[src/core/hsc_pkg.sv]
// package: constants and types of the eight-stage shift chain block
package hsc_pkg;

  // ==========================================================
  // geometry
  localparam int STAGES     = 8;
  localparam int WORD_W     = 32;
  localparam int ADDR_W     = 8;
  localparam int FIFO_DEPTH = 8;

  // ==========================================================
  // register map
  localparam logic [ADDR_W-1:0] CTRL_ADDR       = 8'h00;
  localparam logic [ADDR_W-1:0] STATUS_ADDR     = 8'h04;
  localparam logic [ADDR_W-1:0] STAGE_BASE_ADDR = 8'h40;
  localparam int                CTRL_FMT_BIT    = 0;
  localparam int                CTRL_HOLD_BIT   = 1;
  localparam logic [1:0]        CTRL_RESET      = 2'h0;
  localparam int                STAT_ACTIVE_BIT = 0;
  localparam int                STAT_FMT_BIT    = 1;
  localparam int                STAT_PEND_BIT   = 2;
  localparam int                STAT_FULL_BIT   = 3;

  // ==========================================================
  // types
  typedef enum logic {HSC_FWD, HSC_BWD} hsc_dir_t;

  typedef struct packed {
    hsc_dir_t          dir;
    logic [WORD_W-1:0] word;
  } hsc_req_t;

  localparam int REQ_W = $bits(hsc_req_t);

  // ==========================================================
  // address decode used by the register read path
  function automatic logic hsc_is_stage(input logic [ADDR_W-1:0] a);
    return (a >= STAGE_BASE_ADDR) && (a < STAGE_BASE_ADDR + 8'h20) &&
           (a[1:0] == 2'h0);
  endfunction

  function automatic logic [2:0] hsc_stage_idx(input logic [ADDR_W-1:0] a);
    logic [ADDR_W-1:0] off;
    off = a - STAGE_BASE_ADDR;
    return off[4:2];
  endfunction

endpackage

[src/core/hsc_stream_if.sv]
// interface: valid/ready stream between the shift chain and its queue
`timescale 1ns/1ps
interface hsc_stream_if #(parameter int W = 33);
  logic         valid;
  logic         ready;
  logic [W-1:0] data;

  modport src (output valid, output data, input ready);
  modport snk (input valid, input data, output ready);
endinterface

[src/core/hsc_fifo.sv]
// module: request queue with width and depth parameters
`timescale 1ns/1ps
module hsc_fifo #(
  parameter int WIDTH = 33,
  parameter int DEPTH = 8
) (
  input  wire logic   clk_in,
  input  wire logic   rst_in,
  input  wire logic   flush_in,
  hsc_stream_if.snk   push,
  hsc_stream_if.src   pop
);
  // depth must be a power of two: pointers wrap on their own
  localparam int AW = $clog2(DEPTH);

  logic [WIDTH-1:0] mem [DEPTH];
  logic [AW:0]      wr_ptr;
  logic [AW:0]      rd_ptr;
  logic [AW:0]      next_wr_ptr;
  logic [AW:0]      next_rd_ptr;
  logic             full;
  logic             empty;
  logic             do_push;
  logic             do_pop;

  assign full  = (wr_ptr[AW] != rd_ptr[AW]) &&
                 (wr_ptr[AW-1:0] == rd_ptr[AW-1:0]);
  assign empty = (wr_ptr == rd_ptr);

  assign push.ready = !full;
  assign pop.valid  = !empty;
  assign pop.data   = mem[rd_ptr[AW-1:0]];

  assign do_push = push.valid && !full && !flush_in;
  assign do_pop  = !empty && pop.ready && !flush_in;

  // ==========================================================
  // pointers
  always_comb begin
    next_wr_ptr = wr_ptr;
    next_rd_ptr = rd_ptr;
    if (flush_in) begin
      next_wr_ptr = '0;
      next_rd_ptr = '0;
    end else begin
      if (do_push) next_wr_ptr = wr_ptr + 1'b1;
      if (do_pop)  next_rd_ptr = rd_ptr + 1'b1;
    end
  end

  always_ff @(posedge clk_in) begin
    if (rst_in) begin
      wr_ptr <= '0;
      rd_ptr <= '0;
    end else begin
      wr_ptr <= next_wr_ptr;
      rd_ptr <= next_rd_ptr;
    end
  end

  always_ff @(posedge clk_in) begin
    if (do_push) mem[wr_ptr[AW-1:0]] <= push.data;
  end
endmodule

[src/core/hsc_edge_det.sv]
// module: rising edge detector for the shift pulse inputs
`timescale 1ns/1ps
module hsc_edge_det #(
  parameter int W = 2
) (
  input  wire logic         clk_in,
  input  wire logic         rst_in,
  input  wire logic [W-1:0] level_in,
  output logic      [W-1:0] rise_out
);
  logic [W-1:0] prev;
  logic [W-1:0] next_prev;

  // a held pulse gives one rise only
  assign rise_out = level_in & ~prev;

  always_comb begin
    next_prev = level_in;
  end

  always_ff @(posedge clk_in) begin
    if (rst_in) prev <= '0;
    else        prev <= next_prev;
  end
endmodule

[src/core/hsc_shift_chain_top.sv]
// module: eight-stage bidirectional shift chain with bit and word formats
`timescale 1ns/1ps
module hsc_shift_chain_top
  import hsc_pkg::*;
#(
  parameter int N_STAGES = STAGES,
  parameter int WW       = WORD_W,
  parameter int QDEPTH   = FIFO_DEPTH
) (
  input  wire logic                     CLK_IN,
  input  wire logic                     RESET_IN,
  input  wire logic                     ACTIVATION_COIL_IN,
  input  wire logic                     FORWARD_BIT_INPUT_IN,
  input  wire logic                     BACKWARD_BIT_INPUT_IN,
  input  wire logic signed [WW-1:0]     FORWARD_WORD_INPUT_IN,
  input  wire logic signed [WW-1:0]     BACKWARD_WORD_INPUT_IN,
  input  wire logic                     FORWARD_SHIFT_PULSE_IN,
  input  wire logic                     BACKWARD_SHIFT_PULSE_IN,
  input  wire logic                     CLEAR_COIL_IN,
  input  wire logic [ADDR_W-1:0]        REG_ADDR_IN,
  input  wire logic [31:0]              REG_WDATA_IN,
  input  wire logic                     REG_WR_IN,
  input  wire logic                     REG_RD_IN,
  output logic      [31:0]              REG_RDATA_OUT,
  output logic                          SHIFT_READY_OUT,
  output logic      [N_STAGES-1:0]      BIT_STAGE_CONTACTS_OUT,
  output logic      [N_STAGES*WW-1:0]   WORD_STAGE_OUTPUTS_OUT
);

  // ==========================================================
  // declarations
  logic                         active;
  logic                         clear;
  logic [1:0]                   rise;
  logic                         fwd_go;
  logic                         bwd_go;
  logic                         flush;
  logic signed [WW-1:0]         req_word;
  hsc_req_t                     ent;
  logic                         shift;
  logic                         shift_fwd;
  logic                         shift_bwd;
  logic [1:0]                   ctrl;
  logic [1:0]                   next_ctrl;
  logic                         fmt_dw;
  logic                         hold;
  logic [N_STAGES-1:0][WW-1:0]  store;
  logic [N_STAGES-1:0][WW-1:0]  next_store;
  logic [N_STAGES-1:0]          next_contacts;
  logic [N_STAGES*WW-1:0]       next_words;
  logic [31:0]                  next_rdata;

  hsc_stream_if #(.W(REQ_W)) req_s ();
  hsc_stream_if #(.W(REQ_W)) deq_s ();

  // ==========================================================
  // activation, clear and pulse edges
  assign active = ACTIVATION_COIL_IN;
  assign clear  = active && CLEAR_COIL_IN;
  assign fmt_dw = ctrl[CTRL_FMT_BIT];
  assign hold   = ctrl[CTRL_HOLD_BIT];

  hsc_edge_det #(.W(2)) u_edge (
    .clk_in   (CLK_IN),
    .rst_in   (RESET_IN),
    .level_in ({BACKWARD_SHIFT_PULSE_IN, FORWARD_SHIFT_PULSE_IN}),
    .rise_out (rise)
  );

  // a clear or a pair of coinciding pulses starts nothing
  assign fwd_go = active && rise[0] && !rise[1] && !clear;
  assign bwd_go = active && rise[1] && !rise[0] && !clear;

  // ==========================================================
  // request capture: data sampled at the pulse edge
  always_comb begin
    req_word = '0;
    if (fmt_dw) begin
      req_word = fwd_go ? FORWARD_WORD_INPUT_IN
                        : BACKWARD_WORD_INPUT_IN;
    end else begin
      // word inputs are ignored in bit format
      req_word[0] = fwd_go ? FORWARD_BIT_INPUT_IN
                           : BACKWARD_BIT_INPUT_IN;
    end
  end

  assign req_s.valid = fwd_go || bwd_go;
  assign req_s.data  = {(bwd_go ? HSC_BWD : HSC_FWD), req_word};
  assign SHIFT_READY_OUT = active && req_s.ready;

  // deactivation or clear throws away pending shifts
  assign flush = !active || clear;

  hsc_fifo #(.WIDTH(REQ_W), .DEPTH(QDEPTH)) u_fifo (
    .clk_in   (CLK_IN),
    .rst_in   (RESET_IN),
    .flush_in (flush),
    .push     (req_s),
    .pop      (deq_s)
  );

  // hold lets software freeze the chain while pulses queue up
  assign deq_s.ready = active && !hold && !clear;
  assign ent         = hsc_req_t'(deq_s.data);
  assign shift       = deq_s.valid && deq_s.ready;
  assign shift_fwd   = shift && (ent.dir == HSC_FWD);
  assign shift_bwd   = shift && (ent.dir == HSC_BWD);

  // ==========================================================
  // stage chain
  always_comb begin
    next_store = store;
    if (clear) begin
      next_store = '0;
    end else if (shift_fwd) begin
      next_store[0] = ent.word;
      for (int i = 1; i < N_STAGES; i++) begin
        next_store[i] = store[i-1];
      end
    end else if (shift_bwd) begin
      next_store[N_STAGES-1] = ent.word;
      for (int i = 0; i < N_STAGES-1; i++) begin
        next_store[i] = store[i+1];
      end
    end
  end

  // outputs track the next stage values so they settle with the shift
  always_comb begin
    next_contacts = '0;
    next_words    = '0;
    for (int i = 0; i < N_STAGES; i++) begin
      next_contacts[i] = fmt_dw ? 1'b0 : next_store[i][0];
    end
    if (fmt_dw) begin
      next_words = next_store;
    end
  end

  always_ff @(posedge CLK_IN) begin
    if (RESET_IN) begin
      store                  <= '0;
      BIT_STAGE_CONTACTS_OUT <= '0;
      WORD_STAGE_OUTPUTS_OUT <= '0;
    end else begin
      store                  <= next_store;
      BIT_STAGE_CONTACTS_OUT <= next_contacts;
      WORD_STAGE_OUTPUTS_OUT <= next_words;
    end
  end

  // ==========================================================
  // register port
  always_comb begin
    next_ctrl = ctrl;
    if (REG_WR_IN && REG_ADDR_IN == CTRL_ADDR) begin
      next_ctrl = REG_WDATA_IN[1:0];
    end
  end

  always_comb begin
    next_rdata = '0;
    if (REG_RD_IN) begin
      if (REG_ADDR_IN == CTRL_ADDR) begin
        next_rdata[1:0] = ctrl;
      end else if (REG_ADDR_IN == STATUS_ADDR) begin
        next_rdata[STAT_ACTIVE_BIT] = active;
        next_rdata[STAT_FMT_BIT]    = fmt_dw;
        next_rdata[STAT_PEND_BIT]   = deq_s.valid;
        next_rdata[STAT_FULL_BIT]   = !req_s.ready;
      end else if (hsc_is_stage(REG_ADDR_IN)) begin
        next_rdata = store[hsc_stage_idx(REG_ADDR_IN)];
      end
    end
  end

  always_ff @(posedge CLK_IN) begin
    if (RESET_IN) begin
      ctrl          <= CTRL_RESET;
      REG_RDATA_OUT <= '0;
    end else begin
      ctrl          <= next_ctrl;
      REG_RDATA_OUT <= next_rdata;
    end
  end
endmodule

[config.mk]
export PLATFORM = sky130hd
export DESIGN_NAME = hsc_shift_chain_top
export DESIGN_NICKNAME = d
export VERILOG_FILES = /design/src/core/hsc_pkg.sv /design/src/core/hsc_stream_if.sv /design/src/core/hsc_fifo.sv /design/src/core/hsc_edge_det.sv /design/src/core/hsc_shift_chain_top.sv
export SDC_FILE = /design/constraint.sdc
export NUM_CORES = 1
export LEC_CHECK = 0
export BUFFER_PORTS_ARGS = -buffer_cell sky130_fd_sc_hd__buf_2
export CORE_ASPECT_RATIO = 0.6
export CORE_UTILIZATION = 52
export CTS_CLUSTER_DIAMETER = 30
export CTS_CLUSTER_SIZE = 28
export DETAILED_ROUTE_END_ITERATION = 10
export GPL_TIMING_DRIVEN = 1
export PLACE_DENSITY_LB_ADDON = 0.1
export SYNTH_ARGS = -nofsm -noshare
export SYNTH_HDL_FRONTEND = slang
export SYNTH_HIERARCHICAL = 1
export SYNTH_SLANG_ARGS = --single-unit
[constraint.sdc]
create_clock -name CLK_IN -period 4.06 [get_ports CLK_IN]
set_input_delay 0.406 -clock CLK_IN [delete_from_list [all_inputs] [get_ports CLK_IN]]
set_output_delay 0.406 -clock CLK_IN [all_outputs]
set_load 0.03 [all_outputs]
Yosys cells after proc, flatten, opt, wreduce, memory -nomap -nowiden
Memories as Yosys holds them, arrays and structs flattened. A register that Yosys moved wholly into a read port is not among the register bits.
Index checks and enable logic that the tools add are counted.

storage, ports and cells
  bits in registers = 564
  bits in latches = 0
  memory bits (writable) = 264
  memory bits (read-only) = 0
  input bits = 114
  output and inout port bits = 297
  logic and storage cells = 89
  memories kept = 1

memory list
  name        words  bits a word  rd ports  clocked after Yosys merged registers in  write ports  RTL line        RTL
  u_fifo.mem  8      33           1         1                                        1            hsc_fifo.sv:16  logic [WIDTH-1:0] mem [DEPTH];

cells by class
  add/subtract/negate cells = 3
  multipliers = 0
  div/mod/pow operators = 0
  magnitude comparators = 3
  equality and inequality tests = 4
  shift-type cells = 0
  muxes and demuxes = 17
  bitwise gates (word level) = 6
  reductions and logical operators = 38

operators by type and width
  kind                   number
  $mux W256              3
  $bmux W32 S3           1
  $mux W32               2
  $mux W31               1
  $logic_and A1 B1 Y1    20
  $add A4 B1 Y4 const B  2
  $eq A8 B3 Y1 const B   1
  $ge A8 B7 Y1 const B   1
  $logic_not A1 Y1       8
  $logic_not A8 Y1       1
  $lt A8 B7 Y1 const B   1
  $mux W4                2
  $reduce_or A2 Y1       4
  $mux W3                2
  $mux W1                5
  $reduce_or A5 Y1       1
  $sub A5 B1 Y5 const B  1
  $eq A4 B4 Y1           1
  $lt A3 B4 Y1 const B   1
  $not A1 Y1             4
  $eq A3 B3 Y1           1
  $reduce_or A3 Y1       1
  $and A2 B2 Y2          1
  $logic_not A2 Y1       1
  4 further kinds        5

Longest topological paths before layout
  depth in word-level cells = 10
  depth in mapped cells = 10
  depth with buffers taken out = 7

Modules after synthesis
Netlist, hierarchy kept.

by module, submodules not included
  module               instances  cells each  area an instance (um2)  sequential area each (um2)
  hsc_shift_chain_top  1          2081        23277.3                 11090.6
  hsc_fifo             1          462         10535.1                 8147.8
  hsc_edge_det         1          6           70.1                    40.0

Worst setup path after synthesis
Ideal clock, no wire load.

  path kind = input port to flip-flop
  from = in CLEAR_COIL_IN
  to = mem u_fifo.mem[0][0], enable pin
  library setup time = 0.464 ns
  arrival = 3.984 ns
  required time = 3.596 ns
  setup slack = -0.388 ns
  cell stages on the path = 6
  path buffers = 0
  cells stage by stage = nand2b_1 -> nor3b_1 -> or2_2 -> nor2b_1 -> nand3b_1 -> nor3_1

on the way
  word-level cells in the longest chain between the ends = 8
  elaborated cells on any way between the ends = 11
  those cells by class = 2 x mux; 9 x reduce/logical

RTL lines
  what                               RTL line                   RTL
  from (decl)                        hsc_shift_chain_top.sv:19  input wire logic CLEAR_COIL_IN,
  $logic_and A1 B1 Y1                hsc_shift_chain_top.sv:59  assign clear = active && CLEAR_COIL_IN;
  $logic_not A1 Y1                   hsc_shift_chain_top.sv:72  assign bwd_go = active && rise[1] && !rise[0] && !clear;
  $logic_and A1 B1 Y1                hsc_shift_chain_top.sv:72
  net bwd_go                         hsc_shift_chain_top.sv:36  logic bwd_go;
  $logic_or A1 B1 Y1                 hsc_shift_chain_top.sv:88  assign req_s.valid = fwd_go || bwd_go;
  net req_s.valid                    hsc_stream_if.sv:4         logic valid;
  $logic_and A1 B1 Y1 (2 in series)  hsc_fifo.sv:34             assign do_push = push.valid && !full && !flush_in;
  $mux W1                            hsc_fifo.sv:62             if (do_push) mem[wr_ptr[AW-1:0]] <= push.data;
  $mux W1 (not written as such)      hsc_fifo.sv:62
  to (decl)                          hsc_fifo.sv:16

The timed path passes the listed nets, and every way through them passes these cells.

==> flow_summary.yaml <==
synth:
  synth_seq_cells: 831
  netlist.area_leader.share_pct: 33.5
  post_synthesis_instance_area_um2: 33900
  synth-async-reset-ratio_pct: 0
  synth_top_cells_by_area: "sky130_fd_sc_hd__dfxtp_1, sky130_fd_sc_hd__edfxtp_1, sky130_fd_sc_hd__mux4_2, sky130_fd_sc_hd__mux2i_1, sky130_fd_sc_hd__a211oi_1"
  syn-instance-count: 2549
  synth_edf_count: 264
  synth_flop_cell: "sky130_fd_sc_hd__dfxtp_1"
  seq_total_area_yosys_pct: 56.9
  synthDominantAreaCellType: "sky130_fd_sc_hd__dfxtp_1"
  yosys_warnings: 6
  synth_cell_types: 54
  post_synth.cell_area_avg_um2: 13.3
  synth_nets: 2665
global_routing:
  grt_start_max_net_pins: 143
  grt_remaining_overflow: 0
  number_of_global_route_vias_before_repair: 22600
  wire_length_of_the_first_global_routing_pass_um: 133000
  grt_antenna_before_repair: 0
  global_route.usage.total_pct: 25.8
placement:
  dp_hpwl_um: 54500
  numPortBuffers: 380
  finalWeightedCongestion: 0.818
clocking:
  htree_num_levels: 3
  clock_tree_from_tritoncts: "done"
  num_clock_sinks: 831
  cts_repair_resize_count: 0
  num_cts_buffers: 117
  clk-insertion-delay-late_ps: 690
  clk_root_buffer_cell: "sky130_fd_sc_hd__clkbuf_16"
  ctsLongestPathBuffers: 3
  worst_setup_hold_path_clk_slew_ps: 60
worst_setup_path:
  arrival_time_at_the_worst_endpoint_ps: 3630
  rrSetupSlack_ps: 900
  timing.critical_path.from_type: "flop"
  required_ps: 4520
  worstPathMaxFanout: 84
  timing.setup.critical_path_class: "reg -> reg"
  crit_path_end_kind: "flop"
floorplanning:
  fp-row-count: 72
  dieHeight_um: 200
  floorplan.initialDensity_pct: 52.6
  die-area_um2: 66200
  die-width_um: 332
  core_area_um2: 64400
  io_pins: 411
detailed_routing:
  top_layer: "met4"
  final_antenna_net_count: 0
  met2_routed_wl_um: 38800
  dr_total_vias: 23100
  met3WireLength_um: 5430
  vias_per_cell: 6.06
  first_iter_violations: 1651
  detailedRoute.firstPassIterationCount: 5
  drc_errors: 0
  drt_wl_total_um: 86500
  met1_length_um: 39900
  routed_wire_length_per_instance_um: 22.6
final_layout:
  syn2layout_area_growth_pct: 20.4
  diode_insertion_count_for_antenna_repair: 0
  layout_commonest_cell: "sky130_fd_sc_hd__dfxtp_1"
  commonest_cells_after_routing_fill_and_taps_aside: "sky130_fd_sc_hd__dfxtp_1, sky130_fd_sc_hd__buf_2, sky130_fd_sc_hd__nor2_1"
  final_layout_size_suffix_gt1_share_pct: 32.9
  n_fill_cell: 4777
  nets: 2981
timing:
  totalNegativeSetupSlack_ps: 0
  measured_slew_at_the_worst_slew_check_pin_ps: 1080
  timing.max_slew.rel_slack_pct: 26.1
  finalClockSkew_ps: 26.6
  unrepaired_setup_endpoints_after_global_routing: "no"
  timing.fmax_ghz: 0.316
  final_max_slew_viol_count: 0
  finalWorstPathRequiredPeriod_ps: 3160
  hold_viol: 0
  fin_worst_hold_slack_ps: 68.7
  fin_crit_sh_pct: 77.9
  final-setup-viol-count: 0
power:
  power_density_nw_per_um2: 484
  p_total_uw: 19700
  power.static_leakage_uw: 0.0153
  ir_worst_vdd_uv: 445
flow_run:
  cap_violations: 0
outcome:
  run_status: "finished clean"
min_path:
  hp-class: "in -> reg"
layer usage:
layer	track usage, %	vias up
li1	-	10700
met1	36.5	11500
met2	39.4	745
met3	5.75	134
met4	8.77	0
met5	0	-
path summary, 6_finish.rpt:
path / startpoint / end / cells past startpoint
setup reg to reg: flop / WORD_STAGE_OUTPUTS_OUT[217]$_SDFF_PP0_ / 4
setup / recovery: flop / WORD_STAGE_OUTPUTS_OUT[217]$_SDFF_PP0_ / 4
hold reg to reg: u_fifo/rd_ptr[3]$_SDFFE_PP0P_ / u_fifo/rd_ptr[3]$_SDFFE_PP0P_ / 2
hold / removal: RESET_IN / ctrl[1]$_SDFFE_PP0P_ / 2
critical path, stage by stage (launching register included):
cell                        delay [ps]
sky130_fd_sc_hd__dfxtp_4           440
sky130_fd_sc_hd__mux4_2            540
sky130_fd_sc_hd__mux2_8            550
sky130_fd_sc_hd__mux2i_1           270
sky130_fd_sc_hd__a2111oi_0        1010
stage by stage:
step | worst slack (ps) | std cells | instance area (um2) | util, %
final | 898 | 3820 | 40800 | 63.3
after global routing | 738 | 3820 | 40800 | 63.3
after CTS | 900 | 3820 | 40800 | 63.3
after detailed placement | 1060 | 3593 | 36500 | 56.7
after global placement | 1120 | 3593 | 36500 | 56.7
after floorplan | 490 | 2549 | 33900 | -
registers in the layout (all words and copies together) (netlist names), named ones only:
signal and cells:
u_fifo/wr_ptr 4, u_edge/prev 2, WORD_STAGE_OUTPUTS_OUT 256, BIT_STAGE_CONTACTS_OUT 8, u_fifo/rd_ptr 4, store 256, u_fifo/mem 264, ctrl 2
REG_RDATA_OUT 32
timing repair:
action                                 4_1_cts  5_1_grt
hold buffers                                 4        0
buffers inserted                             0        0
endpoints found under the hold margin        4        0
Yosys cell counts, types with 16 or more instances:
library cell / count
sky130_fd_sc_hd__dfxtp_1: 567
sky130_fd_sc_hd__nor2_1: 295
sky130_fd_sc_hd__mux2i_1: 284
sky130_fd_sc_hd__edfxtp_1: 264
sky130_fd_sc_hd__a211oi_1: 248
sky130_fd_sc_hd__mux4_2: 129
sky130_fd_sc_hd__a2111oi_2: 114
sky130_fd_sc_hd__a2111oi_0: 112
sky130_fd_sc_hd__buf_2: 105
sky130_fd_sc_hd__clkbuf_1: 96
sky130_fd_sc_hd__nand2_1: 69
sky130_fd_sc_hd__mux2_2: 47
sky130_fd_sc_hd__a21oi_1: 40
sky130_fd_sc_hd__a2111oi_1: 22
sky130_fd_sc_hd__nor3_1: 20
sky130_fd_sc_hd__buf_1: 19
sky130_fd_sc_hd__buf_4: 17
sky130_fd_sc_hd__buf_6: 16
power by group:
group          switching, uW  internal (uW)  total [uW]
Combinational            292            148         440
Sequential              11.4           8540        8550
Clock                   4120           6630       10800
Total                   4430          15300       19700
final cells by class:
type	count	area (um2)	area share, %
Sequential cell	831	19300	47.3
Multi-Input combinational cell	1457	13400	32.9
Timing Repair Buffer	450	2760	6.76
Clock buffer	130	3070	7.52
Tap cell	851	1060	2.61
Clock inverter	93	1160	2.85
Inverter	8	37.5	0.0920
kinds of logic (layout without fill, tap and decap cells):
| family | count (synthesis) | in the layout | synth area share (%) |
|---|---|---|---|
| flip-flops | 831 | 831 | 56.9 |
| AO/OA/AOI/OAI | 553 | 553 | 15.1 |
| multiplexers | 460 | 460 | 18.5 |
| AND/OR/NAND/NOR | 433 | 433 | 5.39 |
| buffers and inverters | 261 | 681 | 3.82 |
| XOR/XNOR | 9 | 9 | 0.233 |
| adder cells (fa/ha/maj) | 2 | 2 | 0.0738 |
(Power assumes the default switching activity.)
